--- src/logic/iolsg_pkg.sv ---
// Package with the register map, reset values and bus carrier of the line select block.
package iolsg_pkg;

    // Register bus geometry.
    localparam int ADDR_W = 12;
    localparam int DATA_W = 32;

    // Byte offsets of the registers.
    localparam logic [11:0] OFF_OWNER_TAKE  = 12'h000;
    localparam logic [11:0] OFF_OWNER_GIVE  = 12'h004;
    localparam logic [11:0] OFF_OWNER_STATE = 12'h008;
    localparam logic [11:0] OFF_OUT_SET     = 12'h030;
    localparam logic [11:0] OFF_OUT_CLEAR   = 12'h034;
    localparam logic [11:0] OFF_OUT_LEVEL   = 12'h038;
    localparam logic [11:0] OFF_PIN_SAMPLE  = 12'h03C;
    localparam logic [11:0] OFF_EVT_MASK    = 12'h048;
    localparam logic [11:0] OFF_EVT_FLAGS   = 12'h04C;
    localparam logic [11:0] OFF_PULLUP      = 12'h068;
    localparam logic [11:0] OFF_FUNC_A      = 12'h070;
    localparam logic [11:0] OFF_FUNC_B      = 12'h074;
    localparam logic [11:0] OFF_FUNC_STATE  = 12'h078;
    localparam logic [11:0] OFF_WR_UNLOCK   = 12'h0A0;
    localparam logic [11:0] OFF_WR_LOCK     = 12'h0A4;
    localparam logic [11:0] OFF_WR_STATE    = 12'h0A8;

    // Reset values.
    localparam logic [31:0] RST_ZERO        = 32'h0000_0000;
    localparam logic [31:0] RST_PULLUP      = 32'h0000_0000;
    localparam logic [31:0] RST_FUNC_STATE  = 32'h0000_0000;
    localparam logic [31:0] RST_WR_STATE    = 32'h0000_0000;
    localparam logic [31:0] RST_EVT_FLAGS   = 32'h0000_0000;
    localparam logic [31:0] RST_EVT_MASK    = 32'h0000_0000;
    localparam logic [31:0] RST_OUT_LEVEL   = 32'h0000_0000;
    localparam logic [31:0] RST_OWNER_DFLT  = 32'hFFFF_FFFF;

    // One register bus request as issued by the master in one cycle.
    typedef struct packed {
        logic [11:0] addr;
        logic [31:0] wdata;
        logic        wr;
        logic        rd;
    } iolsg_bus_req_s;

endpackage

--- src/logic/iolsg_setclr.sv ---
// Per-line state register driven by separate set and clear vectors.
`timescale 1ns/1ps
module iolsg_setclr
    import iolsg_pkg::*;
#(
    parameter logic [31:0] RESET_VAL = RST_ZERO
)
(
    input  wire logic        core_clk,
    input  wire logic        srst,
    input  wire logic [31:0] set_bits,
    input  wire logic [31:0] clr_bits,
    output logic      [31:0] state_q
);

    // Set is applied after clear, so a line named in both ends up set.
    always_ff @(posedge core_clk) begin
        if (srst) begin
            state_q <= RESET_VAL;
        end else begin
            state_q <= (state_q & ~clr_bits) | set_bits;
        end
    end

endmodule

--- src/logic/iolsg_sync2.sv ---
// Two flip-flop synchroniser for the asynchronous line inputs.
`timescale 1ns/1ps
module iolsg_sync2
    import iolsg_pkg::*;
(
    input  wire logic        core_clk,
    input  wire logic [31:0] async_in,
    output logic      [31:0] sync_out
);

    logic [31:0] stage1_q;
    logic [31:0] stage2_q;

    // The first stage is read only by the second; no reset so metastable values settle freely.
    always_ff @(posedge core_clk) begin
        stage1_q <= async_in;
        stage2_q <= stage1_q;
    end

    assign sync_out = stage2_q;

endmodule

--- src/logic/iolsg_top.sv ---
// Line ownership, peripheral select, output write guard and pin sampling registers.
//
// The address-and-strobe port is this design's own decision.
`timescale 1ns/1ps
module iolsg_top
    import iolsg_pkg::*;
#(
    parameter logic [31:0] OWNER_RESET = RST_OWNER_DFLT
)
(
    input  wire logic           core_clk,
    input  wire logic           srst,
    input  wire iolsg_bus_req_s bus_req,
    output logic      [31:0]    rd_data,
    output logic                rd_valid,
    input  wire logic [31:0]    line_in,
    input  wire logic [31:0]    func_a_out,
    input  wire logic [31:0]    func_b_out,
    input  wire logic [31:0]    pullup_level_in,
    input  wire logic           ctrl_clk_en,
    output logic      [31:0]    line_out,
    output logic      [31:0]    line_owner,
    output logic      [31:0]    func_select,
    output logic                irq
);

    // Decoded write strobes, one per writable register.
    // Each is a plain decode of the request now on the bus, so a write lands
    // at the very edge that presents it and the master is never held off.
    // Reads need no strobe of their own here; they only steer the read mux.
    logic        wr_owner_take;
    logic        wr_owner_give;
    logic        wr_out_set;
    logic        wr_out_clear;
    logic        wr_out_level;
    logic        wr_evt_mask;
    logic        wr_evt_flags;
    logic        wr_func_a;
    logic        wr_func_b;
    logic        wr_unlock;
    logic        wr_lock;

    // Set and clear vectors feeding the per-line state registers.
    // The owner, function, guard and level registers are each built from one set
    // and one clear vector, so all four share the same set-wins behaviour.
    logic [31:0] owner_set;
    logic [31:0] owner_clr;
    logic [31:0] func_set;
    logic [31:0] func_clr;
    logic [31:0] guard_set;
    logic [31:0] guard_clr;
    logic [31:0] level_set;
    logic [31:0] level_clr;

    // Per-line state.
    // Bit n of every vector below belongs to I/O line n.
    logic [31:0] owner_q;
    logic [31:0] func_q;
    logic [31:0] guard_q;
    logic [31:0] level_q;
    logic [31:0] pullup_q;
    logic [31:0] sample_q;
    logic [31:0] sample_d;
    logic [31:0] evt_flags_q;
    logic [31:0] evt_flags_d;
    logic [31:0] evt_mask_q;
    logic [31:0] evt_hits;

    // Synchronised line levels.
    // Only the second synchroniser stage is visible outside the synchroniser.
    logic [31:0] line_sync;

    // Read path.
    // The read data register holds zero whenever no read is being answered.
    logic [31:0] rd_mux;
    logic [31:0] rd_data_q;
    logic        rd_valid_q;

    // Pin outputs.
    logic [31:0] line_out_q;
    logic        irq_q;

    // Write decode compares the full byte address, so misaligned or reserved
    // offsets match nothing and a write there changes no state.
    // The trade-off is that no register is aliased, so software must use the
    // exact word offset; a near miss is silently ignored.
    always_comb begin
        wr_owner_take = bus_req.wr && (bus_req.addr == OFF_OWNER_TAKE);
        wr_owner_give = bus_req.wr && (bus_req.addr == OFF_OWNER_GIVE);
        wr_out_set    = bus_req.wr && (bus_req.addr == OFF_OUT_SET);
        wr_out_clear  = bus_req.wr && (bus_req.addr == OFF_OUT_CLEAR);
        wr_out_level  = bus_req.wr && (bus_req.addr == OFF_OUT_LEVEL);
        wr_evt_mask   = bus_req.wr && (bus_req.addr == OFF_EVT_MASK);
        wr_evt_flags  = bus_req.wr && (bus_req.addr == OFF_EVT_FLAGS);
        wr_func_a     = bus_req.wr && (bus_req.addr == OFF_FUNC_A);
        wr_func_b     = bus_req.wr && (bus_req.addr == OFF_FUNC_B);
        wr_unlock     = bus_req.wr && (bus_req.addr == OFF_WR_UNLOCK);
        wr_lock       = bus_req.wr && (bus_req.addr == OFF_WR_LOCK);
    end

    // Ownership: the take register hands a line to the controller, the give
    // register hands it back to the selected peripheral; zero bits do nothing.
    // Writing the same word twice leaves the same state, so a retried write
    // does no harm.
    always_comb begin
        owner_set = wr_owner_take ? bus_req.wdata : RST_ZERO;
        owner_clr = wr_owner_give ? bus_req.wdata : RST_ZERO;
    end

    // Function select pair: A clears the status bit, B sets it.
    // A status bit of zero routes function A to the line and one routes B.
    // The selection only matters while the controller does not own the line.
    always_comb begin
        func_clr = wr_func_a ? bus_req.wdata : RST_ZERO;
        func_set = wr_func_b ? bus_req.wdata : RST_ZERO;
    end

    // Output write guard: unlock sets a line's permission, lock removes it.
    // Neither write touches the output level itself; the guard only decides
    // which lines a later direct write may change.
    always_comb begin
        guard_set = wr_unlock ? bus_req.wdata : RST_ZERO;
        guard_clr = wr_lock ? bus_req.wdata : RST_ZERO;
    end

    // Output level: the set and clear registers reach every line, while a
    // direct write is limited to lines whose guard bit is set, so software
    // that owns only some lines cannot disturb the others by accident.
    // The bus never presents two writes at once, so the three branches never
    // compete; the direct write is placed last only for readability.
    // A guarded line keeps its level bit, because both vectors stay zero there.
    always_comb begin
        level_set = RST_ZERO;
        level_clr = RST_ZERO;
        if (wr_out_set) begin
            level_set = bus_req.wdata;
        end
        if (wr_out_clear) begin
            level_clr = bus_req.wdata;
        end
        if (wr_out_level) begin
            level_set = bus_req.wdata & guard_q;
            level_clr = ~bus_req.wdata & guard_q;
        end
    end

    // Line owner state, reset value chosen per implementation.
    // A set bit means the controller drives the line rather than a peripheral.
    iolsg_setclr #(
        .RESET_VAL (OWNER_RESET)
    ) u_owner (
        .core_clk  (core_clk),
        .srst      (srst),
        .set_bits  (owner_set),
        .clr_bits  (owner_clr),
        .state_q   (owner_q)
    );

    // Function select state, zero after reset selects function A everywhere.
    // Its value is also brought out on a port for the pad multiplexer.
    iolsg_setclr #(
        .RESET_VAL (RST_FUNC_STATE)
    ) u_func (
        .core_clk  (core_clk),
        .srst      (srst),
        .set_bits  (func_set),
        .clr_bits  (func_clr),
        .state_q   (func_q)
    );

    // Output write guard state, all lines locked after reset.
    // Starting locked means a stray direct write after reset cannot move a pin.
    iolsg_setclr #(
        .RESET_VAL (RST_WR_STATE)
    ) u_guard (
        .core_clk  (core_clk),
        .srst      (srst),
        .set_bits  (guard_set),
        .clr_bits  (guard_clr),
        .state_q   (guard_q)
    );

    // Output level state driven on controller-owned lines.
    // Set and clear writes reach every line; only the direct write is guarded.
    iolsg_setclr #(
        .RESET_VAL (RST_OUT_LEVEL)
    ) u_level (
        .core_clk  (core_clk),
        .srst      (srst),
        .set_bits  (level_set),
        .clr_bits  (level_clr),
        .state_q   (level_q)
    );

    // Line levels arrive from the pads with no relation to core_clk.
    // Two stages trade two cycles of latency for a low chance of a metastable
    // value reaching the sample and the change detector.
    iolsg_sync2 u_line_sync (
        .core_clk  (core_clk),
        .async_in  (line_in),
        .sync_out  (line_sync)
    );

    // Pull-up state mirrors the pad control from the neighbouring block; it
    // is forced to zero in reset so the first read after reset is defined.
    // The pull-up control itself lives in the neighbouring register set, so
    // this copy lags it by one cycle and cannot be written from here.
    always_ff @(posedge core_clk) begin
        if (srst) begin
            pullup_q <= RST_PULLUP;
        end else begin
            pullup_q <= pullup_level_in;
        end
    end

    // The sample only moves while the controller clock is on; when it is
    // gated the last captured levels stay visible instead of going stale-X.
    // The limitation is that a line which toggles while the clock is off and
    // returns to its old level leaves no trace at all.
    always_comb begin
        sample_d = ctrl_clk_en ? line_sync : sample_q;
    end

    // Reset loads the present line levels rather than a constant, since the
    // sample has no meaningful fixed value.
    // Loading the live value also keeps the change detector from reporting a
    // false edge on every line that happens to be high when reset ends.
    always_ff @(posedge core_clk) begin
        if (srst) begin
            sample_q <= line_sync;
        end else begin
            sample_q <= sample_d;
        end
    end

    // A change is any line whose sample differs from the previous one.
    // No change can be seen while the clock is off because the sample holds.
    // Comparing against the next sample lets a flag rise at the same edge at
    // which the new level shows in the pin sample register.
    always_comb begin
        evt_hits    = sample_d ^ sample_q;
        evt_flags_d = evt_flags_q;
        if (wr_evt_flags) begin
            evt_flags_d = evt_flags_d & ~bus_req.wdata;
        end
        // New changes are merged after the clear so none is lost.
        evt_flags_d = evt_flags_d | evt_hits;
    end

    // Flags start at zero but latch changes from the first cycle after
    // reset, so an early read can already show bits set.
    // Writing one clears a flag and writing zero leaves it, so software can
    // acknowledge some lines without losing events on the others.
    always_ff @(posedge core_clk) begin
        if (srst) begin
            evt_flags_q <= RST_EVT_FLAGS;
        end else begin
            evt_flags_q <= evt_flags_d;
        end
    end

    // Interrupt mask, one bit per line, written directly.
    // A masked flag still latches and reads back; the mask only keeps it off
    // the interrupt output.
    always_ff @(posedge core_clk) begin
        if (srst) begin
            evt_mask_q <= RST_EVT_MASK;
        end else if (wr_evt_mask) begin
            evt_mask_q <= bus_req.wdata;
        end
    end

    // Level interrupt from the registered flags; it lags the flag by a cycle.
    // Registering the request keeps the output free of decode glitches, at the
    // cost of that single cycle of latency.
    always_ff @(posedge core_clk) begin
        if (srst) begin
            irq_q <= 1'b0;
        end else begin
            irq_q <= |(evt_flags_q & evt_mask_q);
        end
    end

    // Pin multiplexer: controller level on owned lines, otherwise the
    // peripheral picked by the function status bit.
    // The drive is registered, so every change of owner, level or selection
    // reaches the pin one cycle later.
    // Peripheral values pass through the mux with the same cycle of lag.
    always_ff @(posedge core_clk) begin
        if (srst) begin
            line_out_q <= RST_ZERO;
        end else begin
            line_out_q <= (owner_q & level_q)
                        | (~owner_q & func_q & func_b_out)
                        | (~owner_q & ~func_q & func_a_out);
        end
    end

    // Read multiplexer; write-only and reserved offsets return zero.
    // Write-only registers have no storage of their own to show, so reading
    // them gives zero like any reserved offset.
    always_comb begin
        unique case (bus_req.addr)
            OFF_OWNER_STATE: rd_mux = owner_q;
            OFF_OUT_LEVEL:   rd_mux = level_q;
            OFF_PIN_SAMPLE:  rd_mux = sample_q;
            OFF_EVT_MASK:    rd_mux = evt_mask_q;
            OFF_EVT_FLAGS:   rd_mux = evt_flags_q;
            OFF_PULLUP:      rd_mux = pullup_q;
            OFF_FUNC_STATE:  rd_mux = func_q;
            OFF_WR_STATE:    rd_mux = guard_q;
            default:         rd_mux = RST_ZERO;
        endcase
    end

    // Read data stand for exactly the cycle after the strobe and are zero
    // otherwise, which keeps a wired-OR bus fabric safe.
    // Reads have no side effect on any register, so software may poll the
    // status registers as often as it likes.
    always_ff @(posedge core_clk) begin
        if (srst) begin
            rd_data_q  <= RST_ZERO;
            rd_valid_q <= 1'b0;
        end else begin
            rd_data_q  <= bus_req.rd ? rd_mux : RST_ZERO;
            rd_valid_q <= bus_req.rd;
        end
    end

    // All outputs come straight from flip-flops.
    // Nothing combinational reaches a port, so the pad ring and the interrupt
    // controller see clean, settled levels.
    assign rd_data     = rd_data_q;
    assign rd_valid    = rd_valid_q;
    assign line_out    = line_out_q;
    assign line_owner  = owner_q;
    assign func_select = func_q;
    assign irq         = irq_q;

endmodule

--- config.mk ---
export PLATFORM = sky130hd
export DESIGN_NAME = iolsg_top
export DESIGN_NICKNAME = d
export VERILOG_FILES = /design/src/logic/iolsg_pkg.sv /design/src/logic/iolsg_setclr.sv /design/src/logic/iolsg_sync2.sv /design/src/logic/iolsg_top.sv
export SDC_FILE = /design/constraint.sdc
export NUM_CORES = 1
export LEC_CHECK = 0
export ABC_AREA = 0
export ABC_CLOCK_PERIOD_IN_PS = 2300
export BUFFER_PORTS_ARGS = -buffer_cell sky130_fd_sc_hd__buf_2
export CAP_MARGIN = 20
export CORE_ASPECT_RATIO = 0.7
export CORE_MARGIN = 5
export CORE_UTILIZATION = 46
export CTS_BUF_LIST = sky130_fd_sc_hd__clkbuf_8
export DETAILED_ROUTE_END_ITERATION = 10
export HOLD_SLACK_MARGIN = 0.06
export MAX_ROUTING_LAYER = met4
export PLACE_DENSITY = 0.69
export SLEW_MARGIN = 10
export SYNTH_ARGS = -nofsm -noshare
export SYNTH_HDL_FRONTEND = slang
export SYNTH_SLANG_ARGS = --single-unit
--- constraint.sdc ---
create_clock -name core_clk -period 2.3 [get_ports core_clk]
set_input_delay 0.23 -clock core_clk [delete_from_list [all_inputs] [get_ports core_clk]]
set_output_delay 0.23 -clock core_clk [all_outputs]
set_load 0.005 [all_outputs]
==> results of run 1 <==
final timing paths:
| kind | to | slack (ns) | cells after the start |
|---|---|---|---|
| worst max-delay path | u_owner.state_q[31] | 0.44 | 8 |
| worst min register to register | u_line_sync.sync_out[16] | 0.32 | 0 |
| worst max register to register | line_out[17] | 0.61 | 5 |
| worst min-delay path | line_out[25] | 0.07 | 5 |
worst reg2reg max path: stages, from the launching register on:
cell and delay (ns):
dfxtp_1 0.47, mux2i_1 0.22, dlygate4sd3_1 0.56, nor2_1 0.04
a21oi_1 0.17, nor2_1 0.07
cells by family (layout without fill, tap and decap cells):
kind of cell	count (synthesis)	in the layout	share of synthesized area
AOI/OAI and AO/OA	492	492	0.205
xor gates and xnor gates	32	32	0.0175
buffers and inverters	168	673	0.0482
DFF	386	386	0.483
muxes	118	118	0.0773
and+or+nand+nor	586	586	0.169
cell usage after synthesis (3+ instances only):
master / instances
buf_2: 58
a221oi_1: 11
a2bb2oi_1: 11
and3b_1: 3
or2_2: 27
nand2_1: 237
o21ai_0: 3
nor2_2: 30
and3_1: 5
nand4_1: 4
clkbuf_1: 97
mux2_2: 45
a22o_1: 14
buf_12: 3
nor3_1: 17
or2_0: 7
o221a_2: 11
a21oi_1: 219
a32oi_1: 3
o22ai_1: 16
o31ai_1: 3
nand3_1: 37
a222oi_1: 8
mux2i_1: 73
a22oi_1: 116
dfxtp_1: 386
a31oi_1: 32
a211oi_1: 3
buf_1: 5
and2_1: 5
nand2b_1: 6
nor2_1: 149
nor2b_1: 41
a221o_1: 32
xor2_1: 32
o32ai_1: 3
power groups by stage:
stage | sequential [W] | clock (W) | combinational (W)
global placement | 0.00733 | 0 | 0.00120
global route | 0.00722 | 0.00640 | 0.00159
CTS | 0.00719 | 0.00604 | 0.00144
finish | 0.00720 | 0.00600 | 0.00149
detailed placement | 0.00734 | 0 | 0.00121
floorplan | 0.00725 | 0 | 0.000711
layer usage:
layer / GRT usage / up-vias
met5: - / -
met4: 0.0798 / 0
met3: 0.0704 / 119
met2: 0.487 / 943
met1: 0.450 / 7639
li1: - / 7261
repair_timing:
action                     4_1_cts  5_1_grt
buffers inserted                 0        0
hold endpoints to repair       285        0
gates resized for setup          0        0
setup endpoints to repair        0        0
hold buffers                   166        0
stage by stage:
stage / worst slack (ns) / std cells
6_report: 0.445 / 2759
5_1_grt: 0.344 / 2759
4_1_cts: 0.495 / 2759
3_5_place_dp: 0.106 / 2486
3_3_place_gp: 0.125 / 2486
2_1_floorplan: 0.339 / 1782
layout make-up:
class | instances | area [sq um] | area share
Clock inverter | 34 | 238 | 0.0112
Sequential cell | 386 | 7730 | 0.364
Multi-Input combinational cell | 1228 | 7610 | 0.359
Clock buffer | 73 | 1000 | 0.0473
Timing Repair Buffer | 564 | 4060 | 0.191
Inverter | 2 | 7.51 | 0.000353
Tap cell | 472 | 591 | 0.0278
==> results.tsv, run 1 <==
metric	value	unit
mean number of vias per cell	5.79	
Routed met1 length	27000	um
Synth area leader	dfxtp_1	
syn_area_per_cell	8.98	sq um
GP Congestion	1.01	
Final Routed Wirelength	63500	um
die extent in y	166	um
Post-synth ARST share	0	
Setup crit end kind	flip-flop	
Detailed Place HPWL	42000	um
share of layout cells above drive strength 1	0.270	
Die Width	233	um
met3 wire length	6930	um
clock power share	0.408	
1st-iter DRT viols	1846	
Clk pin slew, worst setup/hold paths	0.07	ns
Hold Fails Final Rpt	0	
Psw	0.00379	W
vias in the first global route	15800	
actual slew at the worst max-slew pin	0.639	ns
most frequent cells in the layout	386 x dfxtp_1, 304 x buf_2, 237 x nand2_1, 219 x a21oi_1, 166 x dlygate4sd3_1	
residual DRC count	0	
diode count	0	
CP top delay family	buffers and inverters	
grt total ovfl	0	
PwrDens	691	nW/um^2
Top Layer Used	met4	
min Tclk post-route	1.86	ns
crit-path cells	dlygate4sd3_1, buf_4, buf_4, nand2b_1, nor4bb_4, buf_4, nand2_1, a221o_1	
post-synth cell types	58	
Detail Route Antenna Nets	0	
YS warnings	0	
largest net degree at the start of global routing	70	
CTS root buf	clkbuf_8	
crit path buf inv count	4	
Crit path required time	2.82	ns
Initial DRT Pass Iterations	6	
Final Slew Violations	0	
fin util	0.615	
post-route cell area	21200	sq um
P_int	0.0109	W
clock buffer depth	3	
H-Tree Depth	2	
number of synthesized register bits	386	
Area Overhead vs Synth	32.7	%
syn_nets	1959	
FILL cells	2936	
global-route wire length before repair	95000	um
Sequential Power Share	0.490	
max incr delay on CP	0.53	ns
Critical-path top delay cell	dlygate4sd3_1	
Post-synth EDFFs	0	
Mapped Area	16000	sq um
initial antenna violation count	0	
die area	38700	sq um
status	finished, final reports clean	
leakage	8.51	nW
Vias	16000	
Wirelength per Cell	23.0	um
RSZ-0062 raised after global routing	false	
critical path launch point type	input port	
most common cell after layout, fill and taps aside	dfxtp_1	
port bufs	306	
max_cap viols	0	
post-synth top area share	0.483	
total power	0.0147	W
Max VDD drop	0.000713	V
TNS Setup	0	ns
CTS sink cnt	386	
Post-Place Cell Area	18300	sq um
Synth area leaders	dfxtp_1 48%, a21oi_1 6.8%, nand2_1 5.6%	
critical hold path startpoint	func_b_out[25]	
ys flop type	dfxtp_1	
# rows	57	
critical path type	input port to flip-flop	
CTS tree	yes	
cell mode on critical path	buf_4	
r2r startpoint	u_func.state_q[17]	
Max-slew headroom	0.574	
Starting Density	0.464	
CTS Buf Count	57	
number of cells produced by synthesis	1782	
Total Routing Usage GR	0.325	
Max FO, Critical Path	22	
switch share	0.258	
CP Launch Point	bus_req[36]	
Worst Skew	0.0247	ns
final hold slack	0.0736	ns
Final Setup Violations	0	
Critical Path AT	2.37	ns
fin crit share	0.807	
routed wl met2	28000	um
Max Clk Rate	539	MHz
hold crit path type	input port to flip-flop	
Final #Nets	2416	
Seq/Total Area, Yosys	0.483	
Comb pwr share	0.101	
core area	34500	sq um
Worst-Skew Late Latency	0.64	ns
Top Ports	307	
No activity file was read; power rests on OpenSTA's default activity.
==> inputs of run 2 (changes only) <==
--- a/config.mk
+++ b/config.mk
@@ -6,7 +6,7 @@
 export NUM_CORES = 1
 export LEC_CHECK = 0
 export ABC_AREA = 0
-export ABC_CLOCK_PERIOD_IN_PS = 2300
+export ABC_CLOCK_PERIOD_IN_PS = 1900
 export BUFFER_PORTS_ARGS = -buffer_cell sky130_fd_sc_hd__buf_2
 export CAP_MARGIN = 20
 export CORE_ASPECT_RATIO = 0.7
==> constraint.sdc (replaced) <==
create_clock -name core_clk -period 1.9 [get_ports core_clk]
set_input_delay 0.19 -clock core_clk [delete_from_list [all_inputs] [get_ports core_clk]]
set_output_delay 0.19 -clock core_clk [all_outputs]
set_load 0.005 [all_outputs]
==> results.tsv, run 2 (synthesis gave the netlist of run 1 again) <==
metric	value	unit
Clk pin slew, worst setup/hold paths	0.06	ns
# rows	57	
Final Slew Violations	0	
Worst Skew	0.0242	ns
fin util	0.628	
Final Routed Wirelength	63600	um
Reg2Reg Depth	5	
max_cap viols	0	
Hold Fails Final Rpt	0	
Worst-Skew Late Latency	0.63	ns
hold crit path type	input port to flip-flop	
fin crit share	0.907	
GP Congestion	1.03	
mean number of vias per cell	5.78	
Wirelength per Cell	22.7	um
leakage	8.74	nW
Comb pwr share	0.106	
Vias	16200	
Max VDD drop	0.000633	V
Sequential Power Share	0.497	
status	finished, final reports clean	
max incr delay on CP	0.60	ns
share of layout cells above drive strength 1	0.286	
pre-CTS setup slack	-0.231	ns
most frequent cells in the layout	386 x dfxtp_1, 304 x buf_2, 237 x nand2_1, 219 x a21oi_1, 162 x dlygate4sd3_1	
post-CTS sizing	0	
grt total ovfl	0	
Final #Nets	2463	
Setup crit end kind	flip-flop	
Max Clk Rate	580	MHz
CTS Buf Count	57	
TNS Setup	0	ns
cell mode on critical path	nor2_1	
Crit path required time	2.39	ns
vias in the first global route	15700	
Top Ports	307	
min Tclk post-route	1.72	ns
Starting Density	0.464	
Detail Route Antenna Nets	0	
die extent in y	166	um
most common cell after layout, fill and taps aside	dfxtp_1	
Area Overhead vs Synth	35.4	%
global-route wire length before repair	94200	um
CTS root buf	clkbuf_8	
Initial DRT Pass Iterations	6	
die area	38700	sq um
quantity of hold-fixing buffers added after cts	162	
Max-slew headroom	0.624	
P_int	0.0130	W
switch share	0.257	
port bufs	306	
Final Setup Violations	0	
critical path type	flip-flop to flip-flop	
postcts setup bufs	0	
Detailed Place HPWL	43200	um
Critical-path top delay cell	dlygate4sd3_1	
PwrDens	809	nW/um^2
crit-path cells	mux2i_1, dlygate4sd3_1, nor2_1, a21oi_1, nor2_1	
core area	34500	sq um
Critical Path AT	2.21	ns
H-Tree Depth	2	
final worst setup slack	0.176	ns
clock buffer depth	3	
CTS tree	yes	
RSZ-0062 raised after global routing	false	
Total Routing Usage GR	0.322	
initial antenna violation count	1	
Psw	0.00450	W
Cells on Worst Hold Path	4	
critical path launch point type	flip-flop	
residual DRC count	0	
CTS sink cnt	386	
clock power share	0.396	
Max FO, Critical Path	4	
Die Width	233	um
1st-iter DRT viols	1965	
actual slew at the worst max-slew pin	0.562	ns
largest net degree at the start of global routing	91	
## run 2: power by group through the flow
stage	registers (W)	logic, W	clock network (W)
floorplan	0.00878	0.000861	0
global placement	0.00887	0.00152	0
detailed placement	0.00888	0.00154	0
CTS	0.00870	0.00181	0.00704
global route	0.00874	0.00198	0.00743
finish	0.00871	0.00186	0.00695
## run 2: layout make-up
class / count / area (sq um)
timing repair buffer: 611 / 4540
sequential: 386 / 7730
multi-input combinational: 1228 / 7610
fill: 2881 / 12900
antenna: 1 / 2.50
tap: 472 / 591
clock buffer: 75 / 1030
clock inverter: 28 / 156
inverter: 2 / 7.51
## run 2: worst paths after layout
kind,startpoint,endpoint,slack (ns)
max reg2reg,u_func.state_q[21],line_out[21],0.18
min,bus_req[36],u_func.state_q[23],0.11
min reg2reg,u_line_sync.stage1_q[24],u_line_sync.sync_out[24],0.32
max,u_func.state_q[21],line_out[21],0.18
## run 2: worst max-delay path: cells and delay by family, from the launching register on
family,cells,cell delay (ns)
buf+inv,1,0.60
flops,1,0.45
mux,1,0.28
compound gates,1,0.17
simple gates,2,0.10
## run 2: through the flow
stage	hold slack, ns	power, W	std cells	instance area (sq um)
floorplan	0.218	0.00964	1782	16000
global placement	0.294	0.0104	2537	18900
detailed placement	0.294	0.0104	2537	18900
CTS	0.0816	0.0176	2802	21700
global route	0.123	0.0182	2803	21700
finish	0.112	0.0175	2803	21700
## run 2: routing by layer
| layer | share of wire | routed length, um | global-route usage | vias up |
|---|---|---|---|---|
| met5 | 0 | 0 | - | - |
| met4 | 0.033 | 2100 | 0.104 | 0 |
| met3 | 0.11 | 6800 | 0.0632 | 141 |
| met2 | 0.44 | 27900 | 0.483 | 966 |
| met1 | 0.42 | 26800 | 0.440 | 7737 |
| li1 | - | - | - | 7356 |
==> inputs of run 3 (changes only) <==
--- a/config.mk
+++ b/config.mk
@@ -5,7 +5,7 @@
 export SDC_FILE = /design/constraint.sdc
 export NUM_CORES = 1
 export LEC_CHECK = 0
-export ABC_AREA = 0
+export ABC_AREA = 1
 export ABC_CLOCK_PERIOD_IN_PS = 1900
 export BUFFER_PORTS_ARGS = -buffer_cell sky130_fd_sc_hd__buf_2
 export CAP_MARGIN = 20
==> results.tsv, run 3 <==
metric	value	unit
status	finished, final reports clean	
die extent in y	167	um
P_int	0.0123	W
compound-gate portion of the synthesized area	0.168	
min Tclk post-route	1.74	ns
Psw	0.00419	W
Sequential Power Share	0.519	
Hold Fails Final Rpt	0	
critical path launch point type	flip-flop	
max incr delay on CP	0.56	ns
fin crit share	0.917	
post-synth top area share	0.480	
most frequent cells in the layout	411 x nand2_1, 386 x dfxtp_1, 305 x buf_2, 279 x nand3_1, 270 x inv_1	
Worst-Skew Late Latency	0.63	ns
crit path buf inv count	2	
Die Width	234	um
final worst setup slack	0.159	ns
number of cells produced by synthesis	2233	
Critical-path top delay cell	dlygate4sd3_1	
die area	38900	sq um
actual slew at the worst max-slew pin	0.635	ns
total power	0.0165	W
Max FO, Critical Path	4	
Wirelength per Cell	20.0	um
multi-input logic area	6970	sq um
Final Setup Violations	0	
ys flop type	dfxtp_1	
pre-CTS setup slack	-0.0131	ns
Worst Skew	0.0133	ns
GP Congestion	1.00	
Crit path required time	2.41	ns
1st-iter DRT viols	2203	
Starting Density	0.465	
initial antenna violation count	4	
hold crit path type	input port to flip-flop	
synth cell count leaders	411 x nand2_1, 386 x dfxtp_1, 280 x nand3_1	
most common cell after layout, fill and taps aside	nand2_1	
Mapped Area	16100	sq um
Max Clk Rate	574	MHz
Simple-Gate Fraction of Synth Area	0.252	
Post-synth ARST share	0	
critical path type	flip-flop to flip-flop	
FILL cells	3159	
core area	34700	sq um
Comb pwr share	0.074	
syn_area_per_cell	7.21	sq um
# rows	57	
quantity of hold-fixing buffers added after cts	163	
post-CTS sizing	0	
largest family of logic cells by synthesized area	simple AND/OR/NAND/NOR gates	
Clk pin slew, worst setup/hold paths	0.06	ns
adder-cell share of the synthesized area	0	
CTS sink cnt	386	
post-synth cell types	23	
Final Slew Violations	0	
CTS Buf Count	58	
Detail Route Antenna Nets	0	
Max VDD drop	0.000485	V
CTS root buf	clkbuf_8	
syn_nets	2410	
most frequent cell after synthesis	nand2_1	
mean number of vias per cell	5.52	
Top Ports	307	
CTS tree	yes	
clock power share	0.407	
postcts setup bufs	0	
H-Tree Depth	2	
Detailed Place HPWL	44100	um
vias in the first global route	16900	
residual DRC count	0	
PwrDens	769	nW/um^2
Register Area	7730	sq um
Critical Path AT	2.25	ns
Initial DRT Pass Iterations	5	
leakage	10.1	nW
grt total ovfl	0	
Vias	17900	
Total Routing Usage GR	0.329	
post-synthesis mux area share	0.00839	
Max-slew headroom	0.577	
fin util	0.618	
global-route wire length before repair	98600	um
port bufs	306	
Seq/Total Area, Yosys	0.480	
clock buffer depth	3	
RSZ-0062 raised after global routing	false	
Area Overhead vs Synth	32.9	%
Post-synth EDFFs	0	
Final Routed Wirelength	64800	um
largest net degree at the start of global routing	115	
Setup crit end kind	flip-flop	
switch share	0.254	
xor-xnor portion of the synthesized cell area	0	
crit-path cells	mux2_2, dlygate4sd3_1, o21ai_0, inv_1	
YS warnings	0	
share of layout cells above drive strength 1	0.183	
CP top delay family	buffers and inverters	
Synth area leader	dfxtp_1	
Synth area leaders	dfxtp_1 48%, nand2_1 9.6%, nand3_1 8.7%	
Final #Nets	2891	
max_cap viols	0	
number of synthesized register bits	386	
==> run 3: cell count changes in the layout (fill, tap and decap cells not counted), moves of 33 or more <==
cell	previous run	this run
a21oi_1	219	174
o211ai_1	1	40
nand2_1	237	411
mux2_2	45	12
mux2i_1	73	0
a22oi_1	116	0
nor2b_1	41	0
nand3_1	36	279
nor2_1	148	212
inv_1	17	270
o21ai_0	3	237
buf_4	120	65
==> run 3: power groups by stage <==
stage	clock network [W]	logic, W	registers [W]
floorplan	0	0.000468	0.00862
global placement	0	0.000919	0.00870
global route	0.00717	0.00132	0.00856
detailed placement	0	0.000941	0.00871
CTS	0.00675	0.00118	0.00853
finish	0.00670	0.00122	0.00854
==> run 3: worst paths after layout <==
kind / start / endpoint / slack (ns) / cells after the start
max: u_func.state_q[8] / line_out[8] / 0.16 / 4
min: line_in[13] / u_line_sync.stage1_q[13] / 0.20 / 2
max reg2reg: u_func.state_q[8] / line_out[8] / 0.16 / 4
min reg2reg: u_line_sync.stage1_q[28] / u_line_sync.sync_out[28] / 0.32 / 0
==> run 3: layer usage <==
metal / wire length (um) / vias to the layer above / track usage
li1: - / 8339 / -
met4: 1840 / 0 / 0.101
met3: 8020 / 147 / 0.0778
met1: 27800 / 8228 / 0.467
met5: 0 / - / -
met2: 27200 / 1155 / 0.467
==> run 3: cells by family after synthesis <==
logic type	count (synthesis)
compound gates	499
buf+inv	381
flops	386
mux	12
simple gates	955
==> run 3: cell type report <==
| cell class | instances | share of cell area |
|---|---|---|
| Sequential cell | 386 | 0.361 |
| Multi-Input combinational cell | 1466 | 0.326 |
| Timing Repair Buffer | 553 | 0.189 |
| Clock buffer | 72 | 0.0463 |
| Inverter | 249 | 0.0438 |
| Tap cell | 472 | 0.0276 |
| Clock inverter | 34 | 0.00660 |
| Antenna cell | 4 | 0.000468 |
==> run 3: through the flow <==
step	hold slack [ns]	setup TNS (ns)	std cells	instance area (sq um)
finish	0.195	0	3236	21400
global route	0.165	0	3236	21400
CTS	0.159	0	3232	21400
detailed placement	0.294	-0.0231	2963	18600
global placement	0.294	-0.0184	2963	18600
floorplan	0.218	0	2233	16100
